**config.mk**
```make
export PLATFORM = sky130hd
export DESIGN_NAME = core_operational_registers
export DESIGN_NICKNAME = d
export VERILOG_FILES = /design/src/core/core_regs_pkg.sv /design/src/core/core_operational_registers.sv
export VERILOG_INCLUDE_DIRS = /design/src /design/src/core
export SDC_FILE = /design/constraint.sdc
export NUM_CORES = 1
export LEC_CHECK = 0
export BUFFER_PORTS_ARGS = -buffer_cell sky130_fd_sc_hd__buf_2
export CAP_MARGIN = 10
export CORE_MARGIN = 1
export CORE_UTILIZATION = 25
export CTS_CLUSTER_DIAMETER = 120
export DETAILED_ROUTE_END_ITERATION = 10
export HOLD_SLACK_MARGIN = 0.02
export PLACE_DENSITY_LB_ADDON = 0.15
export SETUP_SLACK_MARGIN = 0.4
export SYNTH_ARGS = -nofsm -noshare
export SYNTH_HDL_FRONTEND = slang
export SYNTH_SLANG_ARGS = --single-unit
export TNS_END_PERCENT = 50
```
**constraint.sdc**
```tcl
create_clock -name sys_clk -period 7.91 [get_ports sys_clk]
set_clock_uncertainty 0.1 [all_clocks]
set_input_delay 0.3955 -clock sys_clk [delete_from_list [all_inputs] [get_ports sys_clk]]
set_output_delay 0.3955 -clock sys_clk [all_outputs]
set_load 0.02 [all_outputs]
```
**src/core/core_regs_params.svh**
```systemverilog
// Offsets, field positions, reset values and timing constants for the core operational registers.
// Behaviour
// - The indirect port reads or writes the data location that the bank select register names.
// - The tick counter counts an external pin edge or the instruction clock.
// - Software writes and reads the tick counter freely; a write loads a new count.
// - Program counter and stack entries are 12 bits; pages are 1024 words.
// - Any reset clears the whole program counter to zero.
// - A jump loads its 10-bit target into the low program counter bits.
// - A call loads the low 10 bits and pushes the following address.
// - All return forms reload the counter from the stack top, pages untouched.
// - Adding the accumulator adds it to the count and clears bits 8 and 9.
// - Moving the accumulator loads the low 8 bits and clears bits 8 and 9.
// - A write to the program counter register clears counter bits 8 and 9; it is lost if an instruction is taken in the same cycle.
// - Jumps, calls and counter writes load the page pair into bits 11 and 10.
// - Instructions take one cycle of two clocks; jumps, calls, adds, moves and counter writes take one more, returns do not.
// - Page pair values 0 to 3 select the four 1024-word program ranges.
// - Status bit 7 shows the comparator; bits 6 and 5 hold the page pair.
// - The time-out bit is set at power-up, sleep and watchdog clear; cleared on expiry.
// - The power-down bit is set at power-on and watchdog clear; cleared by sleep.
// - Status bits 2, 1 and 0 hold zero, nibble carry and carry.
// - Bank select bits 5..0 give the address, bit 6 the bank, bit 7 is free.
// - The return stack holds eight levels.
// - Two port data registers; bit 0 of the first port is input only.
// - The counter enable pin high lets the tick counter advance, low stops it.
// - A low reset pin holds the device in reset; any change wakes it from sleep.
// - Source select 0 chooses the instruction clock, 1 the external pin.
// - Edge select 0 counts rising pin edges, 1 falling ones.
`ifndef CORE_REGS_PARAMS_SVH
`define CORE_REGS_PARAMS_SVH
`define OFS_INDIRECT 6'h00
`define OFS_TICK 6'h04
`define OFS_PC_LOW 6'h08
`define OFS_STATUS 6'h0c
`define OFS_BANK 6'h10
`define OFS_PORT_A 6'h14
`define OFS_PORT_B 6'h18
`define OFS_PRESCALE 6'h1c
`define OFS_PC_FULL 6'h20
`define OFS_STACK_PTR 6'h24
`define BIT_CMP 7
`define BIT_PS_HI 6
`define BIT_PS_LO 5
`define BIT_TIMEOUT 4
`define BIT_PWRDN 3
`define BIT_ZERO 2
`define BIT_AUX 1
`define BIT_CARRY 0
`define BIT_SRC_SEL 5
`define BIT_EDGE_SEL 4
`define STATUS_RESET 8'h18
`define PRESCALE_RESET 8'h00
`define BANK_RESET 8'h00
`define PORT_RESET 8'h00
`define PC_RESET 12'h000
`define PC_WIDTH 12
`define PAGE_BITS 10
`define STACK_DEPTH 8
`define CLKS_PER_INSTR 2
`endif

```
**src/core/core_regs_pkg.sv**
```systemverilog
// Types shared by the core operational registers and its execution partner.
package core_regs_pkg;
   typedef enum logic [3:0] {
      op_next,
      jump_op,
      call_op,
      return_op,
      return_literal_op,
      return_from_irq_op,
      add_pc_op,
      mov_pc_op,
      pc_write_op,
      sleep_op,
      watchdog_clear_op
   } exec_op_t;
   typedef struct packed {
      logic valid;
      exec_op_t op;
      logic [9:0] target;
      logic [7:0] acc;
   } exec_req_t;
   typedef struct packed {
      logic we;
      logic zero;
      logic nibble_overflow_bit;
      logic carry;
   } alu_flags_t;
endpackage : core_regs_pkg

```
**src/core/core_operational_registers.sv**
```systemverilog
// Core operational registers with program counter, return stack and Avalon-MM register access.
`timescale 1ns/1ps
`default_nettype none
`include "core_regs_params.svh"
module core_operational_registers
   import core_regs_pkg::*;
#(
   parameter int STACK_LEVELS = `STACK_DEPTH,
   parameter int MEM_WORDS = 128
) (
   input wire logic sys_clk, // 100 MHz clock.
   input wire logic rst, // Asynchronous reset, active high.
   input wire logic [5:0] avs_address, // Byte address.
   input wire logic avs_read, // Read request.
   input wire logic avs_write, // Write request.
   input wire logic [31:0] avs_writedata, // Write data.
   input wire logic [3:0] avs_byteenable, // Byte lanes.
   output logic [31:0] avs_readdata, // Read data.
   output logic avs_waitrequest, // Wait request.
   input wire exec_req_t exec_req, // Instruction from the execution logic.
   input wire alu_flags_t alu_flags, // Result flags from the execution logic.
   input wire logic watchdog_expired, // One-cycle watchdog time-out pulse.
   input wire logic tick_counter, // External counter pin.
   input wire logic counter_enable_pin, // Counter enable pin.
   input wire logic reset_pin_n, // Reset pin, active low.
   input wire logic comparator_in, // Comparator result.
   input wire logic port_a_pin0, // Input-only pin of the first port.
   output logic [11:0] program_counter, // Current program address.
   output logic exec_busy, // Extra instruction cycle in progress.
   output logic instr_tick, // Instruction cycle enable.
   output logic sleeping, // Device asleep.
   output logic [7:0] port_a_out, // First port data.
   output logic [7:0] port_b_out // Second port data.
);
   localparam int SPW = $clog2(STACK_LEVELS);
   localparam int MAW = $clog2(MEM_WORDS);

   ////////////////////////////////////////////////////////////////////////////
   // Pin synchronisers.
   logic tcc_meta, tcc_sync, tcc_prev;
   logic en_meta, en_sync;
   logic rp_meta, rp_sync, rp_prev;
   logic cmp_meta, cmp_sync;
   logic pa0_meta, pa0_sync;
   always_ff @(posedge sys_clk or posedge rst) begin
      if (rst) begin
         {tcc_meta, tcc_sync, tcc_prev} <= 3'h0;
         {en_meta, en_sync} <= 2'h0;
         {rp_meta, rp_sync, rp_prev} <= 3'h7;
         {cmp_meta, cmp_sync, pa0_meta, pa0_sync} <= 4'h0;
      end else begin
         {tcc_meta, tcc_sync, tcc_prev} <= {tick_counter, tcc_meta, tcc_sync};
         {en_meta, en_sync} <= {counter_enable_pin, en_meta};
         {rp_meta, rp_sync, rp_prev} <= {reset_pin_n, rp_meta, rp_sync};
         {cmp_meta, cmp_sync} <= {comparator_in, cmp_meta};
         {pa0_meta, pa0_sync} <= {port_a_pin0, pa0_meta};
      end
   end

   ////////////////////////////////////////////////////////////////////////////
   // Instruction cycle divider and execution handshake.
   logic [7:0] status_flags, ram_bank_select, timer_count_value, prescale_control_reg;
   logic [7:0] port_a_data, port_b_data;
   logic [11:0] stack [STACK_LEVELS];
   logic [SPW-1:0] sp;
   logic [7:0] data_mem [MEM_WORDS];

   wire logic soft_rst = ~rp_sync;
   wire logic pin_changed = rp_sync ^ rp_prev;
   wire logic take = instr_tick & exec_req.valid & ~exec_busy & ~soft_rst;
   wire exec_op_t op = exec_req.op;
   wire logic is_return = (op == return_op) || (op == return_literal_op) || (op == return_from_irq_op);
   wire logic pc_modifier = take & (op inside {jump_op, call_op, add_pc_op, mov_pc_op, pc_write_op});
   wire logic [1:0] page_sel = status_flags[`BIT_PS_HI:`BIT_PS_LO];
   wire logic [SPW-1:0] sp_top = sp - SPW'(1);

   always_ff @(posedge sys_clk or posedge rst) begin
      if (rst) begin
         instr_tick <= 1'b0;
         exec_busy <= 1'b0;
      end else begin
         instr_tick <= ~instr_tick & ~soft_rst;
         if (soft_rst || (instr_tick && exec_busy)) begin
            exec_busy <= 1'b0;
         end else if (pc_modifier) begin
            exec_busy <= 1'b1;
         end
      end
   end

   ////////////////////////////////////////////////////////////////////////////
   // Avalon-MM slave: one wait state, registered read data.
   wire logic bus_req = avs_read | avs_write;
   wire logic bus_go = bus_req & ~avs_waitrequest;
   wire logic wr_lane = avs_write & bus_go & avs_byteenable[0];
   wire logic [7:0] wbyte = avs_writedata[7:0];
   wire logic wr_indirect = wr_lane && (avs_address == `OFS_INDIRECT);
   wire logic wr_tick = wr_lane && (avs_address == `OFS_TICK);
   wire logic wr_pc = wr_lane && (avs_address == `OFS_PC_LOW);
   wire logic wr_status = wr_lane && (avs_address == `OFS_STATUS);
   wire logic wr_bank = wr_lane && (avs_address == `OFS_BANK);
   wire logic wr_port_a = wr_lane && (avs_address == `OFS_PORT_A);
   wire logic wr_port_b = wr_lane && (avs_address == `OFS_PORT_B);
   wire logic wr_prescale = wr_lane && (avs_address == `OFS_PRESCALE);
   // Bank bit 6 with address bits 5..0.
   wire logic [MAW-1:0] ind_addr = MAW'(ram_bank_select[6:0]);
   // Comparator shows live in bit 7.
   wire logic [7:0] status_view = {cmp_sync, status_flags[6:0]};
   // Pin 0 of the first port reads the pin.
   wire logic [7:0] port_a_view = {port_a_data[7:1], pa0_sync};
   logic [7:0] rd_byte;
   always_comb begin
      case (avs_address)
         `OFS_INDIRECT: rd_byte = data_mem[ind_addr];
         `OFS_TICK: rd_byte = timer_count_value;
         `OFS_PC_LOW: rd_byte = program_counter[7:0];
         `OFS_STATUS: rd_byte = status_view;
         `OFS_BANK: rd_byte = ram_bank_select;
         `OFS_PORT_A: rd_byte = port_a_view;
         `OFS_PORT_B: rd_byte = port_b_data;
         `OFS_PRESCALE: rd_byte = prescale_control_reg;
         `OFS_PC_FULL: rd_byte = {4'h0, program_counter[11:8]};
         `OFS_STACK_PTR: rd_byte = 8'(sp);
         default: rd_byte = 8'h00;
      endcase
   end
   always_ff @(posedge sys_clk or posedge rst) begin
      if (rst) begin
         avs_waitrequest <= 1'b1;
         avs_readdata <= 32'h0000_0000;
      end else begin
         avs_waitrequest <= ~(bus_req & avs_waitrequest);
         if (avs_read && avs_waitrequest) begin
            avs_readdata <= {24'h00_0000, rd_byte};
         end
      end
   end

   ////////////////////////////////////////////////////////////////////////////
   // Indirect data memory; the indirect port has no storage itself.
   always_ff @(posedge sys_clk) begin
      if (wr_indirect) begin
         data_mem[ind_addr] <= wbyte;
      end
   end

   ////////////////////////////////////////////////////////////////////////////
   // Tick counter.
   wire logic ext_rise = tcc_sync & ~tcc_prev;
   wire logic ext_fall = ~tcc_sync & tcc_prev;
   wire logic ext_edge = prescale_control_reg[`BIT_EDGE_SEL] ? ext_fall : ext_rise;
   wire logic count_src = prescale_control_reg[`BIT_SRC_SEL] ? ext_edge : instr_tick;
   wire logic count_inc = en_sync & count_src;
   always_ff @(posedge sys_clk or posedge rst) begin
      if (rst) begin
         timer_count_value <= 8'h00;
         prescale_control_reg <= `PRESCALE_RESET;
      end else begin
         if (wr_tick) begin
            timer_count_value <= wbyte;
         end else if (count_inc) begin
            timer_count_value <= timer_count_value + 8'h01;
         end
         if (wr_prescale) begin
            prescale_control_reg <= wbyte;
         end
      end
   end

   ////////////////////////////////////////////////////////////////////////////
   // Program counter and return stack.
   // Page pair into the top bits.
   // Page pair picks the 1024-word range.
   wire logic [11:0] pc_jump = {page_sel, exec_req.target};
   wire logic [11:0] pc_plus1 = program_counter + 12'h001;
   // Relative add with bits 8 and 9 cleared.
   wire logic [11:0] pc_add = {page_sel, 2'b00, program_counter[7:0] + exec_req.acc};
   wire logic [11:0] pc_mov = {page_sel, 2'b00, exec_req.acc};
   // Software write clears bits 8 and 9.
   wire logic [11:0] pc_bus = {page_sel, 2'b00, wbyte};
   logic [11:0] next_pc;
   always_comb begin
      next_pc = program_counter;
      if (take) begin
         case (op)
            op_next: next_pc = pc_plus1;
            jump_op: next_pc = pc_jump;
            call_op: next_pc = pc_jump;
            return_op, return_literal_op, return_from_irq_op: next_pc = stack[sp_top];
            add_pc_op: next_pc = pc_add;
            mov_pc_op, pc_write_op: next_pc = pc_mov;
            default: next_pc = pc_plus1;
         endcase
      end else if (wr_pc) begin
         next_pc = pc_bus;
      end
   end

   always_ff @(posedge sys_clk or posedge rst) begin
      if (rst) begin
         program_counter <= `PC_RESET;
         sp <= '0;
      end else if (soft_rst) begin
         program_counter <= `PC_RESET;
         sp <= '0;
      end else begin
         program_counter <= next_pc;
         if (take && op == call_op) begin
            sp <= sp + SPW'(1);
         end else if (take && is_return) begin
            sp <= sp_top;
         end
      end
   end

   for (genvar i = 0; i < STACK_LEVELS; i++) begin : g_stack
      always_ff @(posedge sys_clk or posedge rst) begin
         if (rst) begin
            stack[i] <= `PC_RESET;
         end else if (take && op == call_op && sp == SPW'(i)) begin
            stack[i] <= pc_plus1;
         end
      end
   end

   ////////////////////////////////////////////////////////////////////////////
   // Status, bank select, ports and sleep.
   wire logic do_sleep = take & (op == sleep_op);
   wire logic do_watchdog_clear_op = take & (op == watchdog_clear_op);
   always_ff @(posedge sys_clk or posedge rst) begin
      if (rst) begin
         status_flags <= `STATUS_RESET;
         ram_bank_select <= `BANK_RESET;
         port_a_data <= `PORT_RESET;
         port_b_data <= `PORT_RESET;
         sleeping <= 1'b0;
      end else begin
         if (wr_status) begin
            status_flags[6:5] <= wbyte[6:5];
            status_flags[2:0] <= wbyte[2:0];
         end
         if (alu_flags.we) begin
            status_flags[2:0] <= {alu_flags.zero, alu_flags.nibble_overflow_bit, alu_flags.carry};
         end
         if (do_sleep || do_watchdog_clear_op) begin
            status_flags[`BIT_TIMEOUT] <= 1'b1;
         end else if (watchdog_expired) begin
            status_flags[`BIT_TIMEOUT] <= 1'b0;
         end
         if (do_watchdog_clear_op) begin
            status_flags[`BIT_PWRDN] <= 1'b1;
         end else if (do_sleep) begin
            status_flags[`BIT_PWRDN] <= 1'b0;
         end
         status_flags[`BIT_CMP] <= cmp_sync;
         if (wr_bank) begin
            ram_bank_select <= wbyte;
         end
         if (wr_port_a) begin
            port_a_data <= {wbyte[7:1], 1'b0};
         end
         if (wr_port_b) begin
            port_b_data <= wbyte;
         end
         if (pin_changed) begin
            sleeping <= 1'b0;
         end else if (do_sleep) begin
            sleeping <= 1'b1;
         end
      end
   end
   always_ff @(posedge sys_clk or posedge rst) begin
      if (rst) begin
         port_a_out <= `PORT_RESET;
         port_b_out <= `PORT_RESET;
      end else begin
         port_a_out <= port_a_data;
         port_b_out <= port_b_data;
      end
   end
endmodule : core_operational_registers
`default_nettype wire

```
==> results.sh, run 1 <==
export IMPL_post_place_cells=5574
export IMPL_coreArea_sq_um=198000
export IMPL_ir_worst_vdd_v=0.000145
export IMPL_fin_crit_sh_pct=53.2
export IMPL_largest_reg_flops=1024
export IMPL_htreeDepth=4
export IMPL_drt_wl_total_mm=157
export IMPL_grt_max_degree=104
export IMPL_cts_buffers=139
export IMPL_pwr_density_cell_nw_per_um2=243
export IMPL_drv_cap=0
export IMPL_yosys_warnings=0
export IMPL_total_power_uw=14100
export IMPL_grt_usage_pct=15.4
export IMPL_num_io_pins=143
export IMPL_top_regs="data_mem x1024, stack x96, program_counter x12"
export IMPL_cp_required_ns=8.42
export IMPL_grt_pass1_vias=28200
export IMPL_clockRootBuffer="clkbuf_16"
export IMPL_drt_iter0_drc=2264
export IMPL_syn_avg_cell_area_sq_um=16.9
export IMPL_syn2layout_area_growth_pct=15.9
export IMPL_rsz0062_at_grt="false"
export IMPL_p_comb_share_pct=5.7
export IMPL_drive_gt1_share_pct=21.8
export IMPL_portBuffers=90
export IMPL_leakage_uw=0.0184
export IMPL_grt_ovfl_total=0
export IMPL_syn_area_sq_um=49900
export IMPL_crit_path_start_kind="flip-flop"
export IMPL_firstDrtPassIters=7
export IMPL_clk_latency_ns=0.78
export IMPL_ys_async_sr_fraction_pct=16.1
export IMPL_final_common_cell="edfxtp_1"
export IMPL_path_clk_slew_ns=0.06
export IMPL_hold_path_class="input pin to flip-flop"
export IMPL_detail_route_antenna_nets=0
export IMPL_switching_power_uw=3260
export IMPL_chipWidth_um=449
export IMPL_viasPerCell=4.68
export IMPL_final_cells=5856
export IMPL_slowest_stage="dfrtp_4"
export IMPL_clock_power_share_pct=43.9
export IMPL_outcome="finished clean"
export IMPL_initial_utilization_pct=25.2
export IMPL_crit_fanout=91
export IMPL_grt_pass1_wl_mm=222
export IMPL_finalWeightedCongestion=0.769
export IMPL_slew_violations=0
export IMPL_drc_errors=0
export IMPL_tritoncts="done"
export IMPL_ys_flop_type="edfxtp_1"
export IMPL_die_height_um=449
export IMPL_internal_power_uw=10800
export IMPL_seqPwrFrac_pct=50.4
export IMPL_max_slew_worst_pin_slew_ns=1.24
export IMPL_synth_edf_count=1024
export IMPL_routedWlPerCell_um=26.8
export IMPL_p_sw_share_pct=23.2
export IMPL_syn_inst=2956
export IMPL_dieArea_sq_um=201000
export IMPL_worstSetupPathType="flip-flop to flip-flop"
export IMPL_clock_path_buffers=3
export IMPL_vias=27400
export IMPL_relSlewSlack_pct=17.1
export IMPL_ys_types=82
export IMPL_post_dp_cell_area_sq_um=53200
export IMPL_synth_seq_cells=1220
export IMPL_fin_crit_ns=4.21
export IMPL_worst_ep_arrival_time_ns=4.72
export IMPL_final_nets=3201
export IMPL_cp_cell_sequence="buf_12 > inv_2 > buf_4 > mux2i_1 > o22ai_1 > a21oi_1 > o31ai_1 > a221oi_1 > o211ai_1"
export IMPL_cp_end_kind="flip-flop"
export IMPL_fmax_mhz=237
export IMPL_hold_viol=0
export IMPL_clock_sinks=1220
export IMPL_dp_hpwl_mm=95.4
export IMPL_fp_row_count=163
export IMPL_antenna_found_initial=7
export IMPL_fin_area_sq_um=57800
export IMPL_fin_util_pct=29.2
export IMPL_top_register="data_mem"
export IMPL_yosysSeqAreaShare_pct=71.5
export IMPL_setup_viol=0
export IMPL_cp_top_family="compound AO/OA/AOI/OAI gates"
export IMPL_final_setup_tns_ns=0
export IMPL_worst_path_buf_inv=3
export IMPL_critPathMaxStageDelay_ns=0.80
export IMPL_final_cell_mix="edfxtp_1 (1024), nand2_1 (225), nor2_1 (193), mux4_2 (191), dfrtp_1 (184)"
## cell usage after synthesis, drive strengths merged (31+ instances only)
cell | count | area (sq um)
edfxtp | 1024 | 30700
nand2 | 226 | 848
nor2 | 197 | 742
mux4 | 194 | 4380
dfrtp | 190 | 4750
o21ai | 146 | 731
mux2 | 134 | 1510
buf | 128 | 882
mux2i | 79 | 791
a221oi | 76 | 666
clkbuf | 74 | 278
a21oi | 71 | 355
a22oi | 53 | 398
o22ai | 31 | 194
## stage by stage
step / worst slack [ns] / hold slack, ns
floorplan: 2.08 / 0.231
global placement: 3.67 / 0.241
detailed placement: 3.64 / 0.236
CTS: 3.72 / 0.0205
global route: 3.49 / 0.0910
finish: 3.70 / 0.0922
## power groups by stage
stage | sequential (uW) | combinational, uW | clock, uW
after detailed placement | 7220 | 813 | 0
after CTS | 7090 | 828 | 6350
after global placement | 7220 | 814 | 0
after floorplan | 7190 | 452 | 0
final | 7090 | 807 | 6180
after global routing | 7090 | 869 | 6570
## cell families (layout without fill, tap and decap cells)
kind of cell | count (synthesis) | in the layout | synth area share, %
DFF | 1220 | 1220 | 71.5
buffers and inverters | 219 | 452 | 2.45
and+or+nand+nor | 558 | 558 | 4.81
muxes | 407 | 407 | 13.4
adders and majority gates | 17 | 17 | 0.442
xor gates and xnor gates | 29 | 29 | 0.509
other | 1 | 28 | 0.00752
AOI/OAI and AO/OA | 505 | 505 | 6.84
## per-layer routing
| layer | GRT usage [%] | vias to the layer above | part of all wire (%) |
|---|---|---|---|
| li1 | - | 12000 | - |
| met1 | 20.8 | 14500 | 45 |
| met2 | 25.3 | 681 | 48 |
| met3 | 2.49 | 213 | 4.4 |
| met4 | 4.89 | 6 | 2.7 |
| met5 | 0 | - | 0.026 |
## cell type report
| class | count | area (sq um) |
|---|---|---|
| fillers | 19700 | 140000 |
| flip-flops and latches | 1220 | 35700 |
| multi-input cells | 1541 | 13100 |
| clock buffers | 194 | 3880 |
| well taps | 2640 | 3300 |
| repair buffers | 186 | 1340 |
| clock inverters | 55 | 402 |
| inverters | 17 | 71.3 |
| diodes | 3 | 7.51 |
## worst register-to-register path: cells and delay by family, from the launching register on
kind,cells,cell delay [ns]
mux,1,0.47
buf+inv,3,1.31
compound gates,5,1.37
flops,1,0.80
## repair_timing
| item | 4_1_cts | 5_1_grt |
|---|---|---|
| hold buffers | 30 | 0 |
| resized for setup | 0 | 0 |
| buffers inserted | 0 | 0 |
| hold endpoints to repair | 146 | 0 |
## path summary, 6_finish.rpt
| check | from | endpoint | slack, ns | cells past startpoint |
|---|---|---|---|---|
| worst max-delay path | ram_bank_select[0]$_DFFE_PP0P_ | avs_readdata[7]$_DFFE_PP0P_ | 3.70 | 9 |
| worst min-delay path | exec_req[5] | program_counter[5]$_DFFE_PP0P_ | 0.09 | 5 |
| worst max register to register | ram_bank_select[0]$_DFFE_PP0P_ | avs_readdata[7]$_DFFE_PP0P_ | 3.70 | 9 |
| worst min register to register | tcc_meta$_DFF_PP0_ | tcc_sync$_DFF_PP0_ | 0.24 | 0 |
| max in group asynchronous | rst | sp[0]$_DFFE_PP0P_ | 6.11 | 4 |
| min in group asynchronous | rst | stack[61]$_DFFE_PP0P_ | 0.13 | 3 |
Note: power is estimated with default switching activity, not from simulation.
==> run 2, diff against run 1 <==
==> constraint.sdc (replaced) <==
create_clock -name sys_clk -period 3.75 [get_ports sys_clk]
set_clock_uncertainty 0.1 [all_clocks]
set_input_delay 0.1875 -clock sys_clk [delete_from_list [all_inputs] [get_ports sys_clk]]
set_output_delay 0.1875 -clock sys_clk [all_outputs]
set_load 0.02 [all_outputs]
==> run 2 against run 1 <==
Clock power grew 120%. Via count rose by 5.1%. Maximum frequency increased by 23%. Setup slack worse by 3.4 ns. Critical endpoint is now program_counter[7]$_DFFE_PP0P_. Largest cell class unchanged.
==> results.sh, run 2 (synthesis results as in run 1) <==
export IMPL_drc_errors=0
export IMPL_top_regs="data_mem x1024, stack x96, program_counter x12"
export IMPL_r2r_cells=9
export IMPL_clock_path_buffers=3
export IMPL_portBuffers=90
export IMPL_final_cells=6177
export IMPL_worst_ep_arrival_time_ns=3.98
export IMPL_final_cell_mix="edfxtp_1 (1024), buf_4 (319), nand2_1 (226), nor2_1 (194), mux4_2 (191)"
export IMPL_drt_wl_total_mm=164
export IMPL_leakage_uw=0.0203
export IMPL_antenna_found_initial=4
export IMPL_pwr_density_cell_nw_per_um2=504
export IMPL_htreeDepth=4
export IMPL_relSlewSlack_pct=24.9
export IMPL_fin_crit_ns=3.42
export IMPL_fmax_mhz=292
export IMPL_chipWidth_um=449
export IMPL_fillers=19600
export IMPL_grt_usage_pct=16.1
export IMPL_cp_cell_sequence="ha_1 > a21o_1 > a21oi_1 > o21bai_1 > a2111oi_0 > nor4b_1 > nor4_1 > o21ai_1 > dlygate4sd3_1"
export IMPL_vias=28800
export IMPL_fp_row_count=163
export IMPL_clk_latency_ns=0.78
export IMPL_worstSetupPathType="flip-flop to flip-flop"
export IMPL_final_common_cell="edfxtp_1"
export IMPL_viasPerCell=4.67
export IMPL_detail_route_antenna_nets=0
export IMPL_top_register="data_mem"
export IMPL_syn2layout_area_growth_pct=22.2
export IMPL_clock_sinks=1220
export IMPL_whs_ns=0.111
export IMPL_drv_cap=0
export IMPL_multi_input_area_sq_um=13100
export IMPL_grt_ovfl_total=0
export IMPL_slew_violations=0
export IMPL_rsz0062_at_grt="true"
export IMPL_critPathMaxStageDelay_ns=0.80
export IMPL_cts_buffers=143
export IMPL_crit_fanout=2
export IMPL_reg2reg_to="program_counter[7]$_DFFE_PP0P_"
export IMPL_grt_pass1_vias=29800
export IMPL_fin_crit_sh_pct=91.3
export IMPL_ir_worst_vdd_v=0.000324
export IMPL_fin_util_pct=30.8
export IMPL_r2r_setup_slack_ns=0.33
export IMPL_firstDrtPassIters=5
export IMPL_r2r_start="program_counter[0]$_DFFE_PP0P_"
export IMPL_worstSetupStartpoint="program_counter[0]$_DFFE_PP0P_"
export IMPL_highest_layer="met4"
export IMPL_dp_slack_ns=0.177
export IMPL_slowest_stage="a2111oi_0"
export IMPL_dieArea_sq_um=201000
export IMPL_final_setup_tns_ns=0
export IMPL_met3_wirelength_mm=7.31
export IMPL_clockRootBuffer="clkbuf_16"
export IMPL_post_place_cells=5846
export IMPL_endpoint="program_counter[7]$_DFFE_PP0P_"
export IMPL_hold_path_class="input pin to flip-flop"
export IMPL_cp_required_ns=4.31
export IMPL_num_io_pins=143
export IMPL_dr_wl_met2_mm=78.1
export IMPL_drive_gt1_share_pct=28.4
export IMPL_die_height_um=449
export IMPL_initial_utilization_pct=25.2
export IMPL_path_clk_slew_ns=0.06
export IMPL_final_nets=3517
export IMPL_dp_hpwl_mm=107
export IMPL_outcome="finished clean"
export IMPL_finalWeightedCongestion=0.800
export IMPL_grt_pass1_wl_mm=232
export IMPL_setup_viol=0
export IMPL_largest_reg_flops=1024
export IMPL_grt_max_degree=101
export IMPL_drt_iter0_drc=2589
export IMPL_crit_path_start_kind="flip-flop"
export IMPL_routedWlPerCell_um=26.5
export IMPL_max_slew_worst_pin_slew_ns=1.12
export IMPL_seq_area_sq_um=35700
export IMPL_wl_met1_mm=75.4
export IMPL_fin_ws_ns=0.328
export IMPL_hold_viol=0
export IMPL_tritoncts="done"
export IMPL_cp_end_kind="flip-flop"
export IMPL_coreArea_sq_um=198000
## run 2: cell count changes in the layout (fill, tap and decap cells not counted), moves of 4 or more
cell           before  now
clkbuf_8            9    3
buf_4              68  319
bufinv_16           3   12
clkinv_2           22   36
dlygate4sd3_1      30   65
clkbuf_1           41   26
buf_12              6   32
inv_16              1    5
## run 2: how the worst min path moves through the flow
stage	cells after the start	slack [ns]	from	endpoint
after floorplan	0	0.09	reset_pin_n	rp_meta$_DFF_PP1_
after global placement	2	0.16	rst	avs_readdata[7]$_DFFE_PP0P_
after detailed placement	2	0.16	rst	avs_readdata[7]$_DFFE_PP0P_
after CTS	6	0.03	exec_req[20]	program_counter[1]$_DFFE_PP0P_
after global routing	5	0.10	avs_address[3]	port_b_data[6]$_DFFE_PP0P_
final	6	0.11	exec_req[20]	program_counter[1]$_DFFE_PP0P_
## run 2: worst max-delay path, delay by kind of cell (launching register included)
kind                     cells  cell delay [ns]
AND/OR/NAND/NOR              2             0.58
adder cells (fa/ha/maj)      1             0.23
flip-flops                   1             0.42
AO/OA/AOI/OAI                5             1.41
buffers and inverters        1             0.56
## run 2: area by class of cell
class | count | share of cell area (%)
diodes | 3 | 0.0123
clock buffers | 172 | 6.10
clock inverters | 86 | 1.50
inverters | 17 | 0.111
multi-input cells | 1541 | 21.5
flip-flops and latches | 1220 | 58.6
well taps | 2640 | 5.42
repair buffers | 498 | 6.73
## run 2: where the power goes
| part | switching [uW] | internal [uW] | total (uW) |
|---|---|---|---|
| combinational | 1210 | 695 | 1910 |
| clock | 5890 | 7990 | 13900 |
| sequential | 112 | 14800 | 14900 |
| total | 7220 | 23500 | 30700 |
## run 2: layer usage
| layer | vias to the layer above | global-route usage, % |
|---|---|---|
| li1 | 12700 | - |
| met1 | 15400 | 22.4 |
| met2 | 651 | 26.0 |
| met3 | 167 | 2.79 |
| met4 | 0 | 3.45 |
| met5 | - | 0 |
## run 2: timing repair
| item | 4_1_cts | 5_1_grt |
|---|---|---|
| endpoints found under the hold margin | 556 | 0 |
| setup buffers | 5 | 0 |
| pin swaps | 0 | 0 |
| hold buffers | 65 | 0 |
| setup endpoints to repair | 5 | 5 |
| resized for setup | 3 | 2 |
## run 2: through the flow
| step | power [uW] | area [sq um] |
|---|---|---|
| 4_1_cts | 31100 | 60900 |
| 3_3_place_gp | 17100 | 55500 |
| 3_5_place_dp | 17100 | 55500 |
| 5_1_grt | 31700 | 60900 |
| 2_1_floorplan | 16100 | 49900 |
| 6_report | 30700 | 60900 |
==> run 3, diff against run 2 <==
==> constraint.sdc (replaced) <==
create_clock -name sys_clk -period 3 [get_ports sys_clk]
set_clock_uncertainty 0.1 [all_clocks]
set_input_delay 0.15 -clock sys_clk [delete_from_list [all_inputs] [get_ports sys_clk]]
set_output_delay 0.15 -clock sys_clk [all_outputs]
set_load 0.02 [all_outputs]
==> run 3 against run 2 <==
Total power up 27%. Maximum frequency up 15%. Sequential share of layout area shrank 4.7 points. Clock power increased by 26%. Register-to-register slack worse by 0.29 ns. Die area unchanged. Final area increased by 8.7%. Largest power group unchanged. Via count up 5.2%. Critical path type unchanged. First-iteration DRC count is 9.0% lower. Sequential power rose by 25%.
==> results.sh, run 3 (synthesis results as in run 1) <==
export IMPL_outcome="finished clean"
export IMPL_initial_utilization_pct=25.2
export IMPL_rsz0062_at_grt="true"
export IMPL_worst_ep_arrival_time_ns=3.51
export IMPL_num_io_pins=143
export IMPL_detail_route_antenna_nets=0
export IMPL_worstSetupStartpoint="ram_bank_select[2]$_DFFE_PP0P_"
export IMPL_fp_row_count=163
export IMPL_fin_crit_sh_pct=98.8
export IMPL_fin_area_sq_um=66200
export IMPL_coreArea_sq_um=198000
export IMPL_clockRootBuffer="clkbuf_16"
export IMPL_clock_path_buffers=3
export IMPL_ir_worst_vdd_v=0.000396
export IMPL_dp_slack_ns=-0.716
export IMPL_grt_ovfl_total=0
export IMPL_largest_reg_flops=1024
export IMPL_post_place_cells=6045
export IMPL_pwr_density_cell_nw_per_um2=590
export IMPL_final_cell_mix="edfxtp_1 (1024), buf_4 (417), nand2_1 (213), mux4_2 (191), dfrtp_1 (184)"
export IMPL_hold_viol=0
export IMPL_drc_errors=0
export IMPL_tritoncts="done"
export IMPL_syn2layout_area_growth_pct=32.8
export IMPL_die_height_um=449
export IMPL_clk_latency_ns=0.80
export IMPL_relSlewSlack_pct=31.1
export IMPL_r2r_start="ram_bank_select[2]$_DFFE_PP0P_"
export IMPL_final_cells=6467
export IMPL_cp_cell_sequence="buf_12 > buf_12 > buf_12 > buf_8 > mux4_2 > mux4_2 > nor4b_4 > a2111oi_4 > nand4_1"
export IMPL_fmax_mhz=337
export IMPL_max_slew_worst_pin_slew_ns=1.03
export IMPL_grt_pass1_wl_mm=247
export IMPL_seq_area_sq_um=35700
export IMPL_drt_iter0_drc=2355
export IMPL_finalWeightedCongestion=0.810
export IMPL_grt_max_degree=80
export IMPL_final_common_cell="edfxtp_1"
export IMPL_top_register="data_mem"
export IMPL_slew_violations=0
export IMPL_fin_crit_ns=2.96
export IMPL_routedWlPerCell_um=27.1
export IMPL_hp_start="avs_byteenable[0]"
export IMPL_dieArea_sq_um=201000
export IMPL_drv_cap=0
export IMPL_drt_wl_total_mm=175
export IMPL_portBuffers=90
export IMPL_path_clk_slew_ns=0.06
export IMPL_slowest_stage="mux4_2"
export IMPL_vias=30300
export IMPL_top_regs="data_mem x1024, stack x96, program_counter x12"
export IMPL_clock_sinks=1220
export IMPL_multi_input_area_sq_um=14500
export IMPL_antenna_found_initial=7
export IMPL_crit_fanout=7
export IMPL_drive_gt1_share_pct=38.4
export IMPL_hold_path_class="input pin to flip-flop"
export IMPL_grt_usage_pct=17.2
export IMPL_htreeDepth=4
export IMPL_total_power_uw=39100
export IMPL_grt_pass1_vias=31300
export IMPL_crit_path_frequent_cell="buf_12"
export IMPL_firstDrtPassIters=5
export IMPL_critPathMaxStageDelay_ns=0.59
export IMPL_chipWidth_um=449
export IMPL_post_dp_cell_area_sq_um=58200
export IMPL_viasPerCell=4.69
export IMPL_dp_hpwl_mm=115
export IMPL_cp_end_kind="flip-flop"
export IMPL_crit_path_start_kind="flip-flop"
export IMPL_cp_required_ns=3.55
export IMPL_worstSetupPathType="flip-flop to flip-flop"
export IMPL_whs_ns=0.150
export IMPL_fin_ws_ns=0.0369
export IMPL_setup_viol=0
export IMPL_final_nets=3802
export IMPL_leakage_uw=0.0225
export IMPL_fillers=19100
export IMPL_cts_buffers=145
==> run 3: changes by cell type in the layout (fill, tap and decap cells not counted), sizes merged <==
cell         delta
buf           +267
clkbuf         +23
clkinv         -10
dlygate4sd3     +7
bufbuf          +4
bufinv          -3
inv             +3
clkinvlp        -1
diode           -1
nor2b           +1
==> run 3: layer usage <==
metal  track usage (%)  part of all wire [%]
met4              3.40                   1.7
met1              23.6                    45
met5                 0                     0
met3              2.37                   3.7
met2              28.8                    49
==> run 3: final cells by class <==
| class | instances | share of cell area [%] |
|---|---|---|
| inverters | 17 | 0.108 |
| diodes | 2 | 0.00756 |
| clock buffers | 191 | 5.91 |
| clock inverters | 75 | 1.15 |
| flip-flops and latches | 1220 | 53.9 |
| well taps | 2640 | 4.99 |
| multi-input cells | 1542 | 21.9 |
| repair buffers | 780 | 12.0 |
==> run 3: power breakdown <==
group / total (uW) / internal (uW) / switching (uW) / leakage [uW]
Clock: 17500 / 10100 / 7410 / 0.00229
Combinational: 2950 / 1210 / 1730 / 0.00835
Sequential: 18600 / 18500 / 136 / 0.0118
Total: 39100 / 29800 / 9280 / 0.0225
==> run 3: final timing paths <==
| check | end | slack [ns] | depth (start not counted) |
|---|---|---|---|
| setup / recovery | avs_readdata[5]$_DFFE_PP0P_ | 0.04 | 9 |
| hold / removal | program_counter[6]$_DFFE_PP0P_ | 0.15 | 7 |
| setup reg to reg | avs_readdata[5]$_DFFE_PP0P_ | 0.04 | 9 |
| hold reg to reg | tcc_sync$_DFF_PP0_ | 0.24 | 0 |
| max in group asynchronous | avs_waitrequest$_DFF_PP1_ | 1.45 | 5 |
| min in group asynchronous | stack[0]$_DFFE_PP0P_ | 0.53 | 4 |
==> run 3: what timing repair did <==
| action | CTS | global route |
|---|---|---|
| endpoints found under the setup margin | 887 | 789 |
| endpoints found under the hold margin | 725 | 0 |
| setup buffers | 41 | 28 |
| cloned | 9 | 4 |
| gates resized for setup | 179 | 202 |
| pin swaps | 25 | 49 |
| hold buffers | 72 | 0 |
==> run 3: worst max-delay path: cells and delay by family, from the launching register on <==
kind,cells,cell delay [ns]
buffers and inverters,4,0.58
flip-flops,1,0.52
AO/OA/AOI/OAI,1,0.39
multiplexers,2,0.90
AND/OR/NAND/NOR,2,0.31
==> run 3: per-stage QoR <==
stage                     TNS, ns  utilization, %
after floorplan                 0               -
after global placement      -1.90            29.4
after detailed placement    -1.86            29.4
after CTS                       0            32.9
after global routing      -0.0574            33.5
final                           0            33.5
